==> src/logic/usi_pkg.sv <==
// Operation
// - Transmitter empty sets; holding write clears
// - Holding empty sets; holding write clears
// - Line low beyond frame sets break
// - Bad first stop bit sets framing error
// - Failed parity check sets parity error
// - Unread data overwritten sets overrun
// - Full receive register sets ready; read clears
// - Enable bit 2 raises line status interrupt
// - Enable bit 1 raises transmit empty interrupt
// - Enable bit 0 raises receive full interrupt
// - Identify register shows source, resets 0x01
// - Enable register read/write, resets 0x00
// - Identify bits 2:1 encode prioritised source
// - Holding write or identify read clears transmit
// - Receiver checks only the first stop
package usi_pkg;
	// Register byte addresses.
	localparam logic [31:0] ADDR_DATA = 32'hffff0700;
	localparam logic [31:0] ADDR_IEN = 32'hffff0704;
	localparam logic [31:0] ADDR_IID = 32'hffff0708;
	localparam logic [31:0] ADDR_LSR = 32'hffff0740;
	// Reset values.
	localparam logic [7:0] IEN_RST = 8'h00;
	localparam logic [7:0] IID_RST = 8'h01;
	// Line status bit positions.
	localparam int LSR_TRANSMITTER_FULLY_EMPTY = 6;
	localparam int LSR_TX_HOLDING_EMPTY = 5;
	localparam int LSR_BI = 4;
	localparam int LSR_FE = 3;
	localparam int LSR_PE = 2;
	localparam int LSR_OE = 1;
	localparam int LSR_DR = 0;
	// Enable bit positions.
	localparam int IEN_LS = 2;
	localparam int IEN_TX = 1;
	localparam int IEN_RX = 0;
	// Identify codes in bits 2:0, bit 0 is the no-pending flag.
	localparam logic [2:0] IID_NONE = 3'h1;
	localparam logic [2:0] IID_LS = 3'h6;
	localparam logic [2:0] IID_RX = 3'h4;
	localparam logic [2:0] IID_TX = 3'h2;
	// Longest frame in bit times: start, 8 data, parity, 2 stop.
	localparam logic [3:0] BRK_BITS = 4'hc;
endpackage

==> src/logic/usi_status_irq.sv <==
`timescale 1ns/1ps
module usi_status_irq (
	// Clock and reset.
	input wire logic sys_clk,
	input wire logic rst,
	// Register port.
	input wire logic [31:0] reg_addr,
	input wire logic [7:0] reg_wdata,
	input wire logic reg_wr,
	input wire logic reg_rd,
	output logic [7:0] reg_rdata,
	// Frame configuration from the control registers.
	input wire logic [1:0] word_len,
	input wire logic parity_en,
	input wire logic even_parity,
	input wire logic stick_parity,
	// Serial line and bit-time tick.
	input wire logic serial_input_line,
	input wire logic bit_tick,
	// Receiver character hand-over.
	input wire logic rx_char_done,
	input wire logic [7:0] rx_char,
	input wire logic rx_parity_bit,
	input wire logic rx_stop_bit,
	// Transmitter hand-over.
	input wire logic tx_take,
	input wire logic tx_shift_busy,
	output logic [7:0] tx_holding_data,
	output logic tx_holding_empty,
	// Interrupt request.
	output logic uart_irq
);

	////////////////////////////////////////////////////////////////////////
	// Helper functions.

	// Checks a received parity bit against the configured scheme.
	function automatic logic parity_fail(input logic [7:0] d, input logic [1:0] wl,
		input logic en, input logic eps, input logic sp, input logic pb);
		logic [7:0] m;
		logic exp_bit;
		m = 8'hff >> (3'h3 - {1'b0, wl});
		exp_bit = sp ? eps : (eps ? ^(d & m) : ~^(d & m));
		return en && (pb != exp_bit);
	endfunction

	////////////////////////////////////////////////////////////////////////
	// State.

	logic [7:0] rdata_r; // Read data, valid one cycle after the strobe.
	logic [2:0] ien_r; // Stored enable bits 2:0.
	logic [7:0] rx_r; // Receive register.
	logic [7:0] thr_r; // Transmit holding register.
	logic tx_holding_empty_r; // Holding register empty.
	logic transmitter_fully_empty_r; // Holding and shift register empty.
	logic bi_r; // Break flag.
	logic fe_r; // Framing error flag.
	logic pe_r; // Parity error flag.
	logic oe_r; // Overrun flag.
	logic dr_r; // Data ready flag.
	logic tx_irq_r; // Transmit-empty interrupt pending.
	logic irq_r; // Registered interrupt output.
	logic sin_meta_r; // First synchroniser stage.
	logic sin_sync_r; // Second synchroniser stage.
	logic [3:0] brk_cnt_r; // Low bit times counted.
	logic [3:0] brk_cnt_nxt; // Next break count.

	////////////////////////////////////////////////////////////////////////
	// Decode and combinational status.

	// Access strobes per register.
	wire thr_wr = reg_wr && (reg_addr == usi_pkg::ADDR_DATA);
	wire rx_rd = reg_rd && (reg_addr == usi_pkg::ADDR_DATA);
	wire ien_wr = reg_wr && (reg_addr == usi_pkg::ADDR_IEN);
	wire iid_rd = reg_rd && (reg_addr == usi_pkg::ADDR_IID);
	wire lsr_rd = reg_rd && (reg_addr == usi_pkg::ADDR_LSR);
	// Receive events. Only the first stop bit is ever looked at.
	wire fe_set = rx_char_done && !rx_stop_bit;
	wire pe_set = rx_char_done && parity_fail(rx_char, word_len, parity_en,
		even_parity, stick_parity, rx_parity_bit);
	wire oe_set = rx_char_done && dr_r && !rx_rd;
	// Break fires once, on the tick that passes the longest frame.
	wire brk_set = bit_tick && !sin_sync_r && (brk_cnt_r == usi_pkg::BRK_BITS);
	// Pending sources, each gated by its enable.
	wire ls_pend = ien_r[usi_pkg::IEN_LS] && (fe_r || pe_r || oe_r);
	wire rx_pend = ien_r[usi_pkg::IEN_RX] && dr_r;
	wire tx_pend = ien_r[usi_pkg::IEN_TX] && tx_irq_r;
	// Prioritised identify code.
	wire [2:0] iid_code = ls_pend ? usi_pkg::IID_LS :
		rx_pend ? usi_pkg::IID_RX :
		tx_pend ? usi_pkg::IID_TX : usi_pkg::IID_NONE;
	// Line status as read, bit 7 reserved.
	wire [7:0] lsr_val = {1'b0, transmitter_fully_empty_r, tx_holding_empty_r, bi_r, fe_r, pe_r, oe_r, dr_r};
	// Read multiplexer, unmapped addresses read zero.
	wire [7:0] rd_mux = (reg_addr == usi_pkg::ADDR_DATA) ? rx_r :
		(reg_addr == usi_pkg::ADDR_IEN) ? {5'h00, ien_r} :
		(reg_addr == usi_pkg::ADDR_IID) ? {5'h00, iid_code} :
		(reg_addr == usi_pkg::ADDR_LSR) ? lsr_val : 8'h00;

	// Break counter saturates while the line stays low, restarts on high.
	always_comb begin
		brk_cnt_nxt = brk_cnt_r;
		if (sin_sync_r) begin
			brk_cnt_nxt = 4'h0;
		end else if (bit_tick && (brk_cnt_r != 4'hf)) begin
			brk_cnt_nxt = brk_cnt_r + 4'h1;
		end
	end

	////////////////////////////////////////////////////////////////////////
	// Registers.

	// Bus read data and enable register.
	always_ff @(posedge sys_clk or posedge rst) begin
		if (rst) begin
			rdata_r <= 8'h00;
			ien_r <= usi_pkg::IEN_RST[2:0];
		end else begin
			rdata_r <= reg_rd ? rd_mux : 8'h00;
			if (ien_wr) begin
				ien_r <= reg_wdata[2:0];
			end
		end
	end

	// Serial input synchroniser and break counter.
	always_ff @(posedge sys_clk or posedge rst) begin
		if (rst) begin
			sin_meta_r <= 1'b1;
			sin_sync_r <= 1'b1;
			brk_cnt_r <= 4'h0;
		end else begin
			sin_meta_r <= serial_input_line;
			sin_sync_r <= sin_meta_r;
			brk_cnt_r <= brk_cnt_nxt;
		end
	end

	// Transmit holding register and its empty flags.
	always_ff @(posedge sys_clk or posedge rst) begin
		if (rst) begin
			thr_r <= 8'h00;
			tx_holding_empty_r <= 1'b1;
			transmitter_fully_empty_r <= 1'b1;
		end else begin
			if (thr_wr) begin
				thr_r <= reg_wdata;
				tx_holding_empty_r <= 1'b0;
				transmitter_fully_empty_r <= 1'b0;
			end else begin
				// The transmitter taking the byte empties the holding register.
				tx_holding_empty_r <= tx_holding_empty_r || tx_take;
				transmitter_fully_empty_r <= tx_holding_empty_r && !tx_shift_busy && !tx_take;
			end
		end
	end

	// Transmit-empty interrupt, a new emptying wins over an identify read clear, a holding write wins over both.
	always_ff @(posedge sys_clk or posedge rst) begin
		if (rst) begin
			tx_irq_r <= 1'b0;
		end else if (tx_take && !thr_wr) begin
			tx_irq_r <= 1'b1;
		end else if (thr_wr || (iid_rd && iid_code == usi_pkg::IID_TX)) begin
			tx_irq_r <= 1'b0;
		end
	end

	// Receive register and data ready, a new character wins over a read.
	always_ff @(posedge sys_clk or posedge rst) begin
		if (rst) begin
			rx_r <= 8'h00;
			dr_r <= 1'b0;
		end else if (rx_char_done) begin
			rx_r <= rx_char;
			dr_r <= 1'b1;
		end else if (rx_rd) begin
			dr_r <= 1'b0;
		end
	end

	// Error flags: a status read clears them unless an event lands together.
	always_ff @(posedge sys_clk or posedge rst) begin
		if (rst) begin
			bi_r <= 1'b0;
			fe_r <= 1'b0;
			pe_r <= 1'b0;
			oe_r <= 1'b0;
		end else begin
			bi_r <= brk_set || (bi_r && !lsr_rd);
			fe_r <= fe_set || (fe_r && !lsr_rd);
			pe_r <= pe_set || (pe_r && !lsr_rd);
			oe_r <= oe_set || (oe_r && !lsr_rd);
		end
	end

	// Interrupt output follows the pending sources one cycle later.
	always_ff @(posedge sys_clk or posedge rst) begin
		if (rst) begin
			irq_r <= 1'b0;
		end else begin
			irq_r <= ls_pend || rx_pend || tx_pend;
		end
	end

	// Outputs straight from flip-flops.
	assign reg_rdata = rdata_r;
	assign tx_holding_data = thr_r;
	assign tx_holding_empty = tx_holding_empty_r;
	assign uart_irq = irq_r;
endmodule

==> config.mk <==
export PLATFORM = sky130hd
export DESIGN_NAME = usi_status_irq
export DESIGN_NICKNAME = d
export VERILOG_FILES = /design/src/logic/usi_pkg.sv /design/src/logic/usi_status_irq.sv
export SDC_FILE = /design/constraint.sdc
export NUM_CORES = 1
export LEC_CHECK = 0
export BUFFER_PORTS_ARGS = -buffer_cell sky130_fd_sc_hd__buf_2
export CORE_ASPECT_RATIO = 1.2
export CORE_MARGIN = 2
export CORE_UTILIZATION = 51
export CTS_CLUSTER_DIAMETER = 200
export CTS_CLUSTER_SIZE = 8
export DETAILED_ROUTE_END_ITERATION = 10
export PLACE_DENSITY = 0.84
export SETUP_SLACK_MARGIN = 0.4
export SLEW_MARGIN = 10
export SYNTH_ARGS = -nofsm -noshare
export SYNTH_HDL_FRONTEND = slang
export SYNTH_SLANG_ARGS = --single-unit
==> constraint.sdc <==
create_clock -name sys_clk -period 2.1 [get_ports sys_clk]
set_input_delay 0.105 -clock sys_clk [delete_from_list [all_inputs] [get_ports sys_clk]]
set_output_delay 0.105 -clock sys_clk [all_outputs]
set_load 0.005 [all_outputs]
==> metrics.txt, run 1 <==
Syn Nets=236; synth top area cells=dfrtp_1 49%, dfstp_2 5.4%, mux2_2 5.2%, mux2_1 4.0%, xnor2_1 4.0%; required time worst endpoint=2280 ps; CTS tree=done; I/O Buffers=81; Crit path largest cell delay=420 ps; setup tns final=0 ps; Yosys warning count=0; worst setup margin=about 420 ps; clock skew=2.78 ps; endpoint arrival time on the critical path=about 1900 ps; I/O pin count=82; min Tclk post-route=1680 ps; MaxCap Viol Count=0; Clock Tree Root=clkbuf_8; worst rel slew slack=0.649; register-to-register setup slack=~640 ps; Mean Syn Cell Area=between 10 and 15 µm²; number of remaining DRC errors=0; CP max stage cell=or3b_4; Lkg Pwr=1.33 nW; Register-to-Register Path Depth=5; Seq cells post-synth=42; FILL cells=290; crit path from=reg_addr[7]; DP HPWL=3400 µm; min-delay src=reg_wdata[5]; register area=0.00106 mm²; RSZ-0062 raised after global routing=yes; Die Footprint=0.00436 mm²; final hold viol count=0; Final nets=329; fin. max-slew vios=0; Die Y=71.9 µm; area of the mapped netlist=0.00196 mm²; first-pass GRT wire length=just under 7000 µm; area leader, netlist=dfrtp_1; DR pass1 iterations=4; Yosys cell types=just over 40; row count=24; Max VDD drop=between 0.0004 and 0.0005 V; WHS Path Cells=2; origin of the critical flop-to-flop path=fe_r; final wirelength=about 4500 µm; Tot Pwr=1.64 mW; f_max=0.594 GHz; pwr/cell area=around 630 mW/mm²; post-place setup slack=95.7 ps; Post-Layout Cell Count=316; Worst Setup Start Kind=primary input; Seq/Total Area, Yosys=0.539; WHS Endpoint=tx_holding_data[5]; Reg-to-Reg End=reg_rdata[0]; CTS Sinks=42; layout cells sized above 1=0.439; Post-DP Area=0.00245 mm²; H-tree levels=2; fin crit share=0.802; TritonCTS Buffers=5; Critical Path End Type=flip-flop; placed insts=304; ys async rst share=1.00; routability cong.=0.886; EDFF count, synth=0; ANT cells=0; crit path max fanout=3; cells along the critical path=buf_6 > nand4b_1 > nor4_2 > nand4_1 > or3b_4 > or2_4 > mux2_4; worst slew pin tran=523 ps; Initial DRC Count=40; worst min path class=in -> reg; starting density of the core=0.535; area grow syn2layout=32.9%; Setup Viol. Count Final=0; most frequent cell after synthesis=dfrtp_1; initial antenna violation count=0; largest net degree at the start of global routing=43; GR Overflow Total=0; Die X=slightly above 60 µm; Yosys top cell area share=0.485; clk slew on worst S/H paths=~80 ps; CP Class=in -> reg; vias per inst=5.21; WL/cell=~14 µm; Global Route Usage Sum=0.215; total number of vias=1646; leading register cell type out of synthesis=dfrtp_1; post-route ant nets=0; Commonest cells post-synth=38 x dfrtp_1, 10 x nand2_1; Synth Instances=170; multi-input logic area=863 µm²; Worst-Skew Late Latency=about 290 ps; Design Area, Final=0.00261 mm²; Core Box Area=between 0.003 and 0.004 mm²; number of global-route vias before repair=1622; CTS Buffer Depth=2; run status=finished, final reports clean
==> worst max-delay path: cells and delay by family <==
kind | cells | cell delay (ps)
buf+inv | 1 | 90
mux | 1 | 300
simple gates | 5 | 1370
==> registers in the layout (all words and copies together), names as in the netlist <==
| signal | cells |
|---|---|
| reg_rdata | 8 |
| rx_r | 8 |
| tx_holding_data | 8 |
| brk_cnt_r | 4 |
| ien_r | 3 |
| bi_r | 1 |
| dr_r | 1 |
| fe_r | 1 |
| oe_r | 1 |
| pe_r | 1 |
| sin_meta_r | 1 |
| sin_sync_r | 1 |
| transmitter_fully_empty_r | 1 |
| tx_holding_empty | 1 |
| tx_irq_r | 1 |
| uart_irq | 1 |
==> cell usage in the layout (no fill, tap or decap), types with 5 or more instances in the layout <==
cell / count
nor3_1: 5
inv_1: 9
buf_2: 80
nand4_1: 6
mux2_2: 9
clkbuf_8: 5
dfrtp_1: 38
mux2_1: 7
nor2_1: 9
buf_4: 5
nand3_1: 7
xnor2_1: 9
nand2_1: 10
o21ai_0: 6
a21oi_1: 6
==> what timing repair did <==
action,CTS,global route
resized for setup,0,2
endpoints found under the hold margin,40,0
endpoints found under the setup margin,0,11
setup buffers,0,1
hold buffers,3,0
==> how the worst max path moves through the flow <==
stage | depth (start not counted) | slack (ps) | to
floorplan | 6 | 270 | ien_r[0]
global placement | 7 | 110 | ien_r[0]
detailed placement | 7 | 100 | ien_r[1]
CTS | 7 | 400 | ien_r[1]
global route | 7 | 340 | ien_r[1]
finish | 7 | 420 | ien_r[1]
==> through the flow <==
stage,hold slack [ps],util
floorplan,109,-
global placement,211,0.668
detailed placement,211,0.668
CTS,12.3,0.706
global route,16.3,0.711
finish,19.9,0.711
==> cell families (layout without fill, tap and decap cells) <==
family / Yosys count / after routing / synth area share
AO/OA/AOI/OAI: 28 / 28 / 0.0976
XOR/XNOR: 11 / 11 / 0.0491
multiplexers: 19 / 19 / 0.115
adder cells (fa/ha/maj): 2 / 2 / 0.0128
flip-flops: 42 / 42 / 0.539
buffers and inverters: 12 / 106 / 0.0236
AND/OR/NAND/NOR: 56 / 56 / 0.163
==> final cells by class <==
| cell class | instances | share of cell area |
|---|---|---|
| clock buffers | 5 | 0.0264 |
| clock inverters | 3 | 0.0154 |
| inverters | 9 | 0.0130 |
| multi-input cells | 116 | 0.331 |
| flip-flops and latches | 42 | 0.405 |
| well taps | 52 | 0.0250 |
| repair buffers | 89 | 0.184 |
==> routing by layer <==
metal	share of wire	GRT usage	wire, µm	vias to the layer above
met5	0	0	0	-
met4	0.014	0.0652	63	0
met3	0.069	0.0517	309	8
met2	0.53	0.384	2370	67
met1	0.39	0.250	1730	776
li1	-	-	-	795
==> where the power goes <==
| group | internal, mW | leakage (nW) | switching (mW) | total [mW] |
|---|---|---|---|---|
| Combinational | 0.0964 | 0.741 | 0.0840 | 0.180 |
| Sequential | 0.833 | 0.527 | 0.0159 | 0.849 |
| Clock | 0.350 | 0.0579 | 0.266 | 0.615 |
| Total | 1.28 | 1.33 | 0.366 | 1.64 |
No activity file was read; power rests on OpenSTA's default activity.
==> run 2, diff against run 1 <==
Settings changed: ABC_AREA set to 1, CORE_UTILIZATION 51 to 45, PLACE_DENSITY 0.84 to 0.76.
Clock period 2.1 ns to 1.5 ns, I/O delays scaled along.
==> metrics.txt, run 2 <==
CTS Sinks=42; fin crit share=0.841; Fin Hold WS=7.27 ps; layout cells sized above 1=0.396; H-tree levels=2; WHS Path Cells=4; DR pass1 iterations=4; Global Route Usage Sum=0.180; crit path max fanout=3; post-route ant nets=0; RSZ-0062 raised after global routing=yes; Tot Pwr=~2.4 mW; ANT cells=0; switch share=0.233; Final nets=between 400 and 500; total number of vias=2088; vias per inst=4.73; sequential share of power=0.491; Commonest cells post-synth=72 x nand2_1, 50 x inv_1, 38 x dfrtp_1, 18 x nand3_1, 12 x o21ai_0; I/O Buffers=81; MaxCap Viol Count=0; clock share of power=0.385; pwr/cell area=780 mW/mm²; Sw Pwr=around 0.56 mW; CP Class=reg -> reg; commonest non-fill, non-tap cell in the layout=buf_2; commonest cells after routing, fill and taps aside=81 x buf_2, 71 x nand2_1, 48 x inv_1; Yosys top cell area share=0.411; Internal Power=1.84 mW; Max VDD drop=0.000447 V; Die X=69.5 µm; Seq/Total Area, Yosys=0.456; FILL cells=451; clk slew on worst S/H paths=80 ps; initial antenna violation count=0; clock skew=7.01 ps; Core Box Area=~0.0049 mm²; Worst-Skew Late Latency=290 ps; Worst Setup Start Kind=flip-flop; row count=28; Mean Syn Cell Area=8.27 µm²; most frequent cell after synthesis=nand2_1; Core Util, Final=0.622; number of remaining DRC errors=0; WL/cell=11.4 µm; leading register cell type out of synthesis=dfrtp_1; endpoint arrival time on the critical path=1480 ps; Synth Instances=280; I/O pin count=between 80 and 90; fin. max-slew vios=0; setup tns final=0 ps; final wirelength=5030 µm; combinational share of power=0.124; Lkg Pwr=1.73 nW; TritonCTS Buffers=5; Critical Path End Type=flip-flop; Initial DRC Count=136; Post-DP Area=0.00279 mm²; Yosys cell types=31; Clock Tree Root=clkbuf_8; f_max=0.793 GHz; ys async rst share=1.00; Syn Nets=346; CTS Buffer Depth=2; DP HPWL=3750 µm; run status=finished, final reports clean; area of the mapped netlist=roughly 0.0023 mm²; number of global-route vias before repair=1886; starting density of the core=0.469; required time worst endpoint=1720 ps; worst min path class=in -> reg; Seq cells post-synth=42; Die Footprint=0.00574 mm²; worst slew pin tran=521 ps; Setup Viol. Count Final=0; Yosys warning count=0; synth top area cells=dfrtp_1 41%, nand2_1 12%, inv_1 8.1%, dfstp_2 4.5%, nand3_1 3.9%; Register-to-Register Path Depth=7; GR Overflow Total=0; worst rel slew slack=0.653; area grow syn2layout=32.8%; area leader, netlist=dfrtp_1; EDFF count, synth=0; first-pass GRT wire length=8210 µm; Design Area, Final=0.00307 mm²; routability cong.=0.869; Die Y=82.6 µm; CTS tree=done; final hold viol count=0; largest net degree at the start of global routing=43; min Tclk post-route=~1300 ps
run 2: cell count changes in the layout (fill, tap and decap cells not counted), sizes merged, moves of 3 or more:
cell,change
nor3,-3
nor2,+14
mux2,-14
a22o,-4
o21ai,+15
o21a,-3
nand3,+15
inv,+45
buf,+6
nand2,+71
xnor2,-7
o22ai,+4
run 2: cells by family (layout without fill, tap and decap cells):
| kind of cell | after synthesis | count (layout) | share of synthesized area |
|---|---|---|---|
| adders and majority gates | 2 | 2 | 0.0108 |
| AOI/OAI and AO/OA | 35 | 35 | 0.0822 |
| buffers and inverters | 56 | 157 | 0.0941 |
| and+or+nand+nor | 135 | 135 | 0.305 |
| xor gates and xnor gates | 5 | 5 | 0.0189 |
| DFF | 42 | 42 | 0.456 |
| muxes | 5 | 5 | 0.0324 |
run 2: area by class of cell:
type,count,area (µm²),area share
clock buffer,7,86.3,0.0281
timing repair buffer,95,531,0.173
inverter,54,203,0.0659
sequential,42,1060,0.344
tap,60,75.1,0.0244
clock inverter,1,30.0,0.00977
multi-input combinational,182,1090,0.356
run 2: path summary, 6_finish.rpt:
kind / startpoint / endpoint / slack [ps]
hold reg to reg: sin_meta_r / sin_sync_r / 360
max in group asynchronous: rst / tx_holding_empty / 660
setup / recovery: fe_r / reg_rdata[0] / 240
setup reg to reg: fe_r / reg_rdata[0] / 240
min in group asynchronous: rst / tx_holding_data[7] / 460
hold / removal: tx_shift_busy / transmitter_fully_empty_r / 7
run 2: timing repair:
| action | in CTS | in global routing |
|---|---|---|
| hold buffers | 3 | 0 |
| setup buffers | 2 | 8 |
| cloned | 0 | 0 |
| endpoints found under the setup margin | 7 | 17 |
| pin swaps | 10 | 4 |
| hold endpoints to repair | 40 | 0 |
| gates resized for setup | 8 | 4 |
run 2: per-stage QoR:
stage               worst slack [ps]  instances
floorplan                        320        280
global placement                 172        420
detailed placement               136        420
CTS                              263        433
global route                     126        441
finish                           239        441
run 2: per-layer routing:
metal  wire [µm]  vias up  GRT usage
met5           0        -          0
met4          59        0     0.0765
met2        2470       78      0.313
met3         399        4     0.0449
met1        2100      928      0.215
li1            -     1078          -
run 2: power by group through the flow:
stage          registers [mW]  logic [mW]  clock network [mW]
5_1_grt                  1.18       0.341               0.980
6_report                 1.18       0.298               0.924
3_3_place_gp             1.20       0.264                   0
4_1_cts                  1.18       0.284               0.946
3_5_place_dp             1.20       0.274                   0
2_1_floorplan            1.19       0.145                   0
run 2: worst max-delay path, stage by stage (launching register included):
cell and delay (ps):
dfrtp_1 380, nor2_1 130, nand2_2 90, a21boi_2 150
nand2_1 90, nand4_1 120, nand3_1 100, a21oi_2 140
==> run 3, diff against run 2 <==
Settings changed: ABC_AREA 1 to 0, CORE_UTILIZATION 45 to 47, PLACE_DENSITY 0.76 to 0.79.
Clock period 1.5 ns to 1.3 ns, I/O delays scaled along.
==> metrics.txt, run 3 (synthesized netlist as in run 1, its figures left out) <==
Post-DP Area=0.00264 mm²; final hold viol count=0; worst rel slew slack=0.645; required time worst endpoint=1490 ps; vias per inst=5.24; CP Class=in -> reg; Die Y=74.8 µm; combinational share of power=0.152; TritonCTS Buffers=5; Reg-to-Reg End=tx_irq_r; total number of vias=1909; Worst-Skew Late Latency=roughly 300 ps; row count=25; Die Footprint=approximately 0.0047 mm²; post-place setup slack=-663 ps; DP HPWL=3770 µm; MaxCap Viol Count=0; Initial DRC Count=50; Setup Viol. Count Final=27; run status=complete, but fails checks; area grow syn2layout=63.6%; routability cong.=between 0.8 and 0.9; Worst Setup Start Kind=primary input; FILL cells=229; Die X=63.0 µm; Clock Tree Root=clkbuf_8; first-pass GRT wire length=8600 µm; commonest cells after routing, fill and taps aside=78 x buf_2, 38 x dfrtp_1, 30 x buf_4; largest net degree at the start of global routing=23; Lkg Pwr=1.60 nW; CTS tree=done; I/O Buffers=81; origin of the critical flop-to-flop path=ien_r[0]; WL/cell=16.2 µm; min-delay src=tx_take; commonest non-fill, non-tap cell in the layout=buf_2; sequential share of power=0.519; setup tns final=-8390 ps; number of remaining DRC errors=0; Core Util, Final=0.807; clock skew=5.04 ps; fin. max-slew vios=0; f_max=0.585 GHz; pwr/cell area=825 mW/mm²; Tot Pwr=2.65 mW; clk slew on worst S/H paths=80 ps; CTS Sinks=42; worst min path class=in -> reg; final wirelength=5900 µm; ANT cells=0; Core Box Area=approximately 0.0040 mm²; switch share=0.246; endpoint arrival time on the critical path=1900 ps; GR Overflow Total=0; Final nets=375; worst setup margin=-409 ps; I/O pin count=82; CTS Buffer Depth=2; worst slew pin tran=roughly 530 ps; min Tclk post-route=1710 ps; crit path max fanout=3; Internal Power=2.00 mW; WHS Path Cells=2; starting density of the core=0.494; multi-input logic area=0.00104 mm²; Critical Path End Type=flip-flop; WHS Endpoint=tx_holding_empty; post-route ant nets=0; Global Route Usage Sum=0.245; Register-to-Register Path Depth=6; fin crit share=1.31; initial antenna violation count=0; H-tree levels=2; failing checks=negative setup slack; number of global-route vias before repair=between 1500 and 2000; Max VDD drop=0.000768 V; Design Area, Final=0.00321 mm²; Sw Pwr=0.650 mW; register area=0.00106 mm²; DR pass1 iterations=4; register-to-register setup slack=-170 ps; layout cells sized above 1=0.603; RSZ-0062 raised after global routing=yes; clock share of power=0.329
run 3: worst max path at each step:
stage               cells past startpoint         from        to
finish                                  7  reg_addr[4]  ien_r[2]
global route                            7  reg_addr[4]  ien_r[2]
CTS                                     7  reg_addr[7]  ien_r[2]
detailed placement                      7  reg_addr[4]  ien_r[2]
global placement                        7  reg_addr[4]  ien_r[0]
floorplan                               6  reg_addr[4]  ien_r[0]
run 3: repair_timing:
item	in CTS	in global routing
hold buffers	5	3
resized for setup	47	12
setup buffers	15	4
pin swaps	19	12
gates cloned	0	1
setup endpoints to repair	33	61
hold endpoints to repair	20	3
run 3: layer usage:
metal,up-vias,global-route usage,share of wire
met1,920,0.251,0.36
met2,80,0.476,0.54
met3,18,0.0598,0.059
met5,-,0,0
li1,891,-,-
met4,0,0.109,0.033
run 3: power groups by stage:
stage / logic (mW) / registers (mW) / clock network, mW
floorplan: 0.145 / 1.39 / 0
global placement: 0.306 / 1.39 / 0
detailed placement: 0.312 / 1.40 / 0
CTS: 0.372 / 1.37 / 0.881
global route: 0.438 / 1.38 / 0.933
finish: 0.402 / 1.37 / 0.870
run 3: through the flow:
stage | instances | hold slack [ps]
6_report | 364 | 2.75
5_1_grt | 364 | 14.4
3_3_place_gp | 328 | 103
2_1_floorplan | 170 | 55.0
4_1_cts | 356 | 0.118
3_5_place_dp | 328 | 111
run 3: critical path: stages:
cell and delay (ps):
buf_6 90, nand4bb_1 190, nor4_2 320, nand4_1 220, or3b_4 450, or2_4 270
mux2_4 300
run 3: final cells by class:
cell class              count  share of cell area
clock inverters             1             0.00156
repair buffers            134               0.281
inverters                   9              0.0133
clock buffers               7              0.0269
repair inverters            1             0.00156
well taps                  54              0.0211
flip-flops and latches     42               0.329
multi-input cells         116               0.325
